### src/verilog/csf_cfg.svh
/*
  bit positions, reset values and address constants of the processor status register.
  assumes nothing; included by bare name.
*/
`ifndef CSF_CFG_SVH
`define CSF_CFG_SVH
`define CSF_BIT_C        0
`define CSF_BIT_DC       1
`define CSF_BIT_Z        2
`define CSF_BIT_PD       3
`define CSF_BIT_TO       4
`define CSF_BIT_RP0      5
`define CSF_BIT_RP1      6
`define CSF_BIT_IRP      7
`define CSF_STATUS_LOW   7'h03
`define CSF_POR_BANK     3'h0
`define CSF_POR_FLAGS    2'h3
`define CSF_POR_ALU      3'h0
`define CSF_CLEAR_BANK   3'h0
`define CSF_NIB          4
`endif

### src/verilog/csf_pkg.sv
/*
  types of the processor status register block.
  assumes csf_cfg.svh is on the include path.
*/
package csf_pkg;
  typedef logic [7:0] csf_byte_t;
  typedef enum logic [2:0] {
    CSF_ALU_NONE,
    CSF_ALU_ADD,
    CSF_ALU_SUB,
    CSF_ALU_ROT_LEFT,
    CSF_ALU_ROT_RIGHT,
    CSF_ALU_LOGIC
  } csf_alu_e;
endpackage

### src/verilog/csf_status_reg.sv
/*
  status register of the processor core: alu flags, reset cause and bank selects.
  assumes one core clock, a core that presents one instruction result per cycle on
  wr_en, and watchdog and sleep events as one-cycle pulses from the same clock.
*/
`timescale 1ns/1ps
`include "csf_cfg.svh"

// Contract
// RULE1: any instruction may write the status register like any other file register.
// RULE2: a flag-affecting instruction writing the status register cannot write zero, digit carry or carry; here only the flags it sets are protected.
// RULE3: expiry and powerdown flags ignore instruction writes.
// RULE4: clear-file on the status register zeroes the bank bits and sets zero, keeping the rest.
// RULE5: software should alter the status register only with bit clear, bit set, nibble swap or move from work.
// RULE6: subtraction adds the two's complement, so carry and digit carry act as inverted borrows.
// RULE7: the status register decodes at the same low address in every bank.
// RULE8: the register holds alu flags, reset cause and bank-select bits.
// RULE9: expiry sets on power-up, watchdog clear or sleep, and clears on watchdog time-out.
// RULE10: powerdown sets on power-up or watchdog clear, and clears on sleep.
// RULE11: the two direct bank bits pick one of four 128-byte banks, the indirect bit a bank pair; here dir_addr is 8 bits, so each direct bank is 256 bytes.
// RULE12: carry is the carry out of the top bit, or for rotates the bit shifted out.
module csf_status_reg #(
  parameter int DATA_W = 8,
  parameter int ADDR_W = 9
) (
  input  wire logic                ref_clk,
  input  wire logic                rst,
  input  wire logic                por,
  input  wire logic                wr_en,
  input  wire logic [ADDR_W-1:0]   wr_addr,
  input  wire logic [DATA_W-1:0]   wr_data,
  input  wire logic                clear_file_op,
  input  wire csf_pkg::csf_alu_e   alu_op,
  input  wire logic [DATA_W-1:0]   alu_a,
  input  wire logic [DATA_W-1:0]   alu_b,
  input  wire logic                alu_carry_in,
  input  wire logic                watchdog_clear_op,
  input  wire logic                sleep_op,
  input  wire logic                watchdog_timeout,
  input  wire logic [ADDR_W-2:0]   dir_addr,
  input  wire logic [DATA_W-1:0]   ind_addr,
  output logic [DATA_W-1:0]        alu_result,
  output logic [DATA_W-1:0]        status,
  output logic                     status_hit,
  output logic [ADDR_W:0]          direct_full_addr,
  output logic [ADDR_W-1:0]        indirect_full_addr
);

  // ***********************************************
  // helpers
  // ***********************************************
  // carry out lands in the top bit of the result
  function automatic logic [DATA_W:0] add_with_carry(
    input logic [DATA_W-1:0] a,
    input logic [DATA_W-1:0] b,
    input logic              cin
  );
    logic [DATA_W:0] total;
    total = {1'b0, a} + {1'b0, b} + {{DATA_W{1'b0}}, cin};
    return total;
  endfunction

  // an alu flag beats the written bit
  function automatic logic pick_flag(
    input logic sets,
    input logic alu_val,
    input logic data_val
  );
    return sets ? alu_val : data_val;
  endfunction

  // ***********************************************
  // alu
  // ***********************************************
  logic [DATA_W:0]   sum;
  logic [DATA_W:0]   low_sum;
  logic [DATA_W-1:0] nib_mask;
  logic              alu_c;
  logic              alu_dc;
  logic              alu_z;
  logic              alu_sets_c;
  logic              alu_sets_dc;
  logic              alu_sets_z;

  // low nibble only, for the digit carry
  assign nib_mask = {{(DATA_W-`CSF_NIB){1'b0}}, {`CSF_NIB{1'b1}}};

  always_comb begin
    sum         = '0;
    low_sum     = '0;
    alu_result  = alu_a;
    alu_c       = 1'b0;
    alu_dc      = 1'b0;
    alu_sets_c  = 1'b0;
    alu_sets_dc = 1'b0;
    alu_sets_z  = 1'b0;
    unique case (alu_op)
      csf_pkg::CSF_ALU_NONE: begin
        alu_result = alu_a;
      end
      csf_pkg::CSF_ALU_ADD: begin
        // RULE12 carry out of top
        sum         = add_with_carry(alu_a, alu_b, 1'b0);
        low_sum     = add_with_carry(alu_a & nib_mask, alu_b & nib_mask, 1'b0);
        alu_result  = sum[DATA_W-1:0];
        alu_c       = sum[DATA_W];
        alu_dc      = low_sum[`CSF_NIB];
        alu_sets_c  = 1'b1;
        alu_sets_dc = 1'b1;
        alu_sets_z  = 1'b1;
      end
      csf_pkg::CSF_ALU_SUB: begin
        // RULE6 add two's complement
        sum         = add_with_carry(alu_a, ~alu_b, 1'b1);
        low_sum     = add_with_carry(alu_a & nib_mask, ~alu_b & nib_mask, 1'b1);
        alu_result  = sum[DATA_W-1:0];
        alu_c       = sum[DATA_W];
        alu_dc      = low_sum[`CSF_NIB];
        alu_sets_c  = 1'b1;
        alu_sets_dc = 1'b1;
        alu_sets_z  = 1'b1;
      end
      csf_pkg::CSF_ALU_ROT_LEFT: begin
        // RULE12 rotate bit out
        alu_result = {alu_a[DATA_W-2:0], alu_carry_in};
        alu_c      = alu_a[DATA_W-1];
        alu_sets_c = 1'b1;
      end
      csf_pkg::CSF_ALU_ROT_RIGHT: begin
        alu_result = {alu_carry_in, alu_a[DATA_W-1:1]};
        alu_c      = alu_a[0];
        alu_sets_c = 1'b1;
      end
      csf_pkg::CSF_ALU_LOGIC: begin
        alu_result = alu_b;
        alu_sets_z = 1'b1;
      end
      default: begin
        alu_result = alu_a;
      end
    endcase
    alu_z = (alu_result == '0);
  end

  // ***********************************************
  // address decode
  // ***********************************************
  // RULE7 any bank hits
  assign status_hit = (dir_addr == (ADDR_W-1)'(`CSF_STATUS_LOW));

  // ***********************************************
  // status register
  // ***********************************************
  logic [DATA_W-1:0] status_q;
  logic [DATA_W-1:0] status_d;
  logic              wr_hit;

  assign wr_hit = wr_en && status_hit;

  always_comb begin
    status_d = status_q;
    if (wr_hit && clear_file_op) begin
      // RULE4 clear-file form
      status_d[`CSF_BIT_IRP] = 1'b0;
      status_d[`CSF_BIT_RP1] = 1'b0;
      status_d[`CSF_BIT_RP0] = 1'b0;
      status_d[`CSF_BIT_Z]   = 1'b1;
    end else if (wr_hit) begin
      // RULE1 plain write
      status_d[`CSF_BIT_IRP] = wr_data[`CSF_BIT_IRP];
      status_d[`CSF_BIT_RP1] = wr_data[`CSF_BIT_RP1];
      status_d[`CSF_BIT_RP0] = wr_data[`CSF_BIT_RP0];
      // RULE2 alu flags win
      status_d[`CSF_BIT_Z]   = pick_flag(alu_sets_z, alu_z, wr_data[`CSF_BIT_Z]);
      status_d[`CSF_BIT_DC]  = pick_flag(alu_sets_dc, alu_dc, wr_data[`CSF_BIT_DC]);
      status_d[`CSF_BIT_C]   = pick_flag(alu_sets_c, alu_c, wr_data[`CSF_BIT_C]);
    end else if (wr_en) begin
      // RULE8 alu flags tracked
      if (alu_sets_z) begin
        status_d[`CSF_BIT_Z] = alu_z;
      end
      if (alu_sets_dc) begin
        status_d[`CSF_BIT_DC] = alu_dc;
      end
      if (alu_sets_c) begin
        status_d[`CSF_BIT_C] = alu_c;
      end
    end
    // RULE3 reset-cause read-only
    // RULE9 expiry flag events
    if (watchdog_timeout) begin
      status_d[`CSF_BIT_TO] = 1'b0;
    end else if (watchdog_clear_op || sleep_op) begin
      status_d[`CSF_BIT_TO] = 1'b1;
    end
    // RULE10 powerdown flag events
    if (sleep_op) begin
      status_d[`CSF_BIT_PD] = 1'b0;
    end else if (watchdog_clear_op) begin
      status_d[`CSF_BIT_PD] = 1'b1;
    end
  end

  // ***********************************************
  // register and resets
  // ***********************************************
  always_ff @(posedge ref_clk) begin
    if (rst && por) begin
      status_q <= {`CSF_POR_BANK, `CSF_POR_FLAGS, `CSF_POR_ALU};
    end else if (rst) begin
      status_q <= {`CSF_CLEAR_BANK, status_q[`CSF_BIT_TO:0]};
    end else begin
      status_q <= status_d;
    end
  end

  assign status = status_q;

  // ***********************************************
  // bank selection
  // ***********************************************
  // RULE11 bank composition
  assign direct_full_addr   = {status_q[`CSF_BIT_RP1], status_q[`CSF_BIT_RP0], dir_addr};
  assign indirect_full_addr = {status_q[`CSF_BIT_IRP], ind_addr};

endmodule // csf_status_reg

### config.mk
export PLATFORM = sky130hd
export DESIGN_NAME = csf_status_reg
export DESIGN_NICKNAME = d
export VERILOG_FILES = /design/src/verilog/csf_pkg.sv /design/src/verilog/csf_status_reg.sv
export VERILOG_INCLUDE_DIRS = /design/src /design/src/verilog
export SDC_FILE = /design/constraint.sdc
export NUM_CORES = 1
export LEC_CHECK = 0
export BUFFER_PORTS_ARGS = -buffer_cell sky130_fd_sc_hd__buf_2
export CORE_UTILIZATION = 47
export DETAILED_ROUTE_END_ITERATION = 16
export PLACE_DENSITY = 0.86
export SETUP_SLACK_MARGIN = 0.3
export SLEW_MARGIN = 0
export SYNTH_ARGS = -nofsm -noshare
export SYNTH_HDL_FRONTEND = slang
export SYNTH_SLANG_ARGS = --single-unit
### constraint.sdc
create_clock -name ref_clk -period 3.15 [get_ports ref_clk]
set_input_delay 0.4725 -clock ref_clk [delete_from_list [all_inputs] [get_ports ref_clk]]
set_output_delay 0.4725 -clock ref_clk [all_outputs]
set_load 0.01 [all_outputs]
==> metrics.txt <==
status finished clean; final WL 5600 um; EDFF count, synth 0; RSZ-0062 raised after global routing true; Max-Slew Margin vs Limit 0.674; Die ar. 0.00437 mm2; Fin Setup TNS 0 ns; all-layer global routing usage 0.254; Filler cells 341; Post-Synthesis Cells 256; Vias 2150; Tcrit/Tclk final 0.899; sequential cell area fraction in the yosys report 0.0829; post-route ant nets 0; router iterations before antenna repair 4; Final WS setup 0.317 ns; CTS Buf Count 3; # DRC 0; Hold/Removal Path Class in -> reg; initial antenna violation count 0; Finished Core Util 0.622; IO Pins 97; residual overflow from global routing 0; Initial DRC Count 129; min-delay src watchdog_timeout; H-Tree Depth 1; Die H 66.1 um; Placer Congestion 1.02; CTS root buf clkbuf_8; Clk Latency, worst-skew pair 0.22 ns; Fin. Hold Viols 0; crit-path most repeated cell inv_2; Core ar. 0.00380 mm2; CP max stage cell mux4_2; Cell Rows 22; Mapped Nets 336; crit-path max FO 5; CP Launch Point alu_a[0]; area occupied by multi-input gates 0.00154 mm2; skew final 0 ns; Mapped Area 0.00193 mm2; pwr dens 250 mW/mm2; syn_area_per_cell 7.55 um2; largest net degree at the start of global routing 24; number of flip-flops in the largest register 8; Achievable Freq 353 MHz; reg2reg start status[2]$_SDFFE_PP0P_; diode count 0; share of cells above drive strength 1 0.404; post-DP HPWL 4220 um; nets 394; Setup-failing EPs final 0; Critical Path End Type register; non-filler cells, final 360; FF/Latch Area 160 um2; Final min period 2.83 ns; Clock Sinks 8; Max IR drop VDD 121 uV; placed insts 351; max-cap viol count 0; Initial Utilization 0.509; WHS 0.425 ns; PortBufs 69; flops & latches, synth 8; Least-Margin Pin Slew 0.477 ns; CTS max path bufs 2; CP max stage delay 0.45 ns; hold_buf cts 0; area grow syn2layout 22.3%; wire length of the first global-routing pass 8720 um; pre-CTS setup slack 0.0776 ns; worst-path cell chain buf_4, inv_2, ha_1, inv_2, fa_2, mux4_2, mux2_4, a211o_1, a211oi_2, nand4b_1, o311ai_2; CTS tree built; vias in the first global route 1950; cell leakage power 0.00109 uW; Reg clk slew, reported paths 0.04 ns; Synth cell types 66; critical path startpoint category input port; Die Span X 66.1 um; wire per inst 15.5 um; Final Max Slew Viols 0; ys async rst share 0; crit path DAT 2.96 ns; dominant register cell in the synthesized netlist dfxtp_1; worst setup path class in -> reg; Via density 5.97; Yosys warning count 0; CP Data Required Time 3.28 ns
## cells in the mapped netlist, types with 2 or more instances
master / number / area (um2)
or2_2: 3 / 18.8
inv_1: 20 / 75.1
a31oi_1: 2 / 12.5
a22oi_1: 2 / 15.0
o21a_1: 3 / 22.5
o211a_1: 2 / 20.0
a221o_1: 2 / 20.0
dfxtp_1: 8 / 160
a221oi_2: 2 / 30.0
a21o_1: 6 / 45.0
nor2_1: 14 / 52.6
a221oi_1: 3 / 26.3
mux2_2: 4 / 45.0
mux2i_1: 5 / 50.1
or3_1: 3 / 18.8
nand2_1: 13 / 48.8
a21oi_1: 22 / 110
fa_1: 2 / 40.0
buf_2: 4 / 20.0
or4_1: 3 / 22.5
a2111oi_0: 3 / 26.3
o31a_1: 2 / 17.5
clkbuf_1: 6 / 22.5
a211oi_1: 4 / 30.0
nand2b_1: 4 / 25.0
nand4b_1: 2 / 17.5
ha_1: 17 / 213
nor3b_1: 4 / 30.0
nor2b_1: 5 / 31.3
buf_4: 19 / 143
o311ai_0: 2 / 17.5
nor3_1: 7 / 35.0
buf_6: 5 / 56.3
o22ai_1: 2 / 12.5
o31ai_1: 2 / 15.0
nand3_1: 4 / 20.0
o21ai_0: 16 / 80.1
## critical path, delay by kind of cell
family          cells  cell delay (ns)
compound gates      3             0.74
simple gates        1             0.19
buf+inv             3             0.21
mux                 2             0.74
fa+ha+maj           2             0.61
## metal layers
| layer | share of wire | global-route usage | vias to the layer above |
|---|---|---|---|
| li1 | - | - | 1047 |
| met2 | 0.49 | 0.450 | 115 |
| met1 | 0.40 | 0.330 | 980 |
| met3 | 0.093 | 0.0276 | 8 |
| met4 | 0.0096 | 0.0479 | 0 |
| met5 | 0 | 0 | - |
## stage by stage
step | instance area [um2] | power [uW]
2_1_floorplan | 1930 | 333
3_3_place_gp | 2190 | 421
3_5_place_dp | 2190 | 426
4_1_cts | 2300 | 568
5_1_grt | 2360 | 633
6_report | 2360 | 592
## logic make-up (layout without fill, tap and decap cells)
kind of cell	Yosys count	count (layout)	share of synthesized area
AO/OA/AOI/OAI	92	92	0.348
XOR/XNOR	1	1	0.00453
adder cells (fa/ha/maj)	19	19	0.131
buffers and inverters	55	111	0.166
flip-flops	8	8	0.0829
multiplexers	10	10	0.0609
AND/OR/NAND/NOR	71	71	0.207
## worst paths after layout
kind / to / slack [ns] / depth (start not counted)
setup / recovery: status[2]$_SDFFE_PP0P_ / 0.32 / 11
hold / removal: status[4]$_SDFFE_PP1P_ / 0.42 / 2
setup reg to reg: status[2]$_SDFFE_PP0P_ / 1.62 / 5
hold reg to reg: status[0]$_SDFFE_PP0P_ / 0.49 / 1
## timing repair
| item | 4_1_cts | 5_1_grt |
|---|---|---|
| setup buffers | 3 | 3 |
| pin swaps | 5 | 16 |
| endpoints found under the setup margin | 4 | 7 |
| gates resized for setup | 10 | 16 |
## layout by cell type, fill, tap and decap left out, drive strengths merged, types with 6 or more instances in the layout
cell type	count
nand2	13
nor3	8
a21o	6
buf	87
a21oi	23
inv	21
ha	17
nor2	15
o21ai	16
dfxtp	8
## report_power, final
group	switching [uW]	internal [uW]	leakage [uW]
clock network	40.4	82.8	0.0000216
registers	2.56	107	0.0000656
logic	193	165	0.00100
## area by class of cell
| type | count | share of cell area |
|---|---|---|
| inverter | 21 | 0.0334 |
| timing repair buffer | 87 | 0.206 |
| sequential | 8 | 0.0678 |
| multi-input combinational | 193 | 0.650 |
| tap | 48 | 0.0254 |
| clock buffer | 3 | 0.0175 |
No activity file was read; power rests on OpenSTA's default activity.
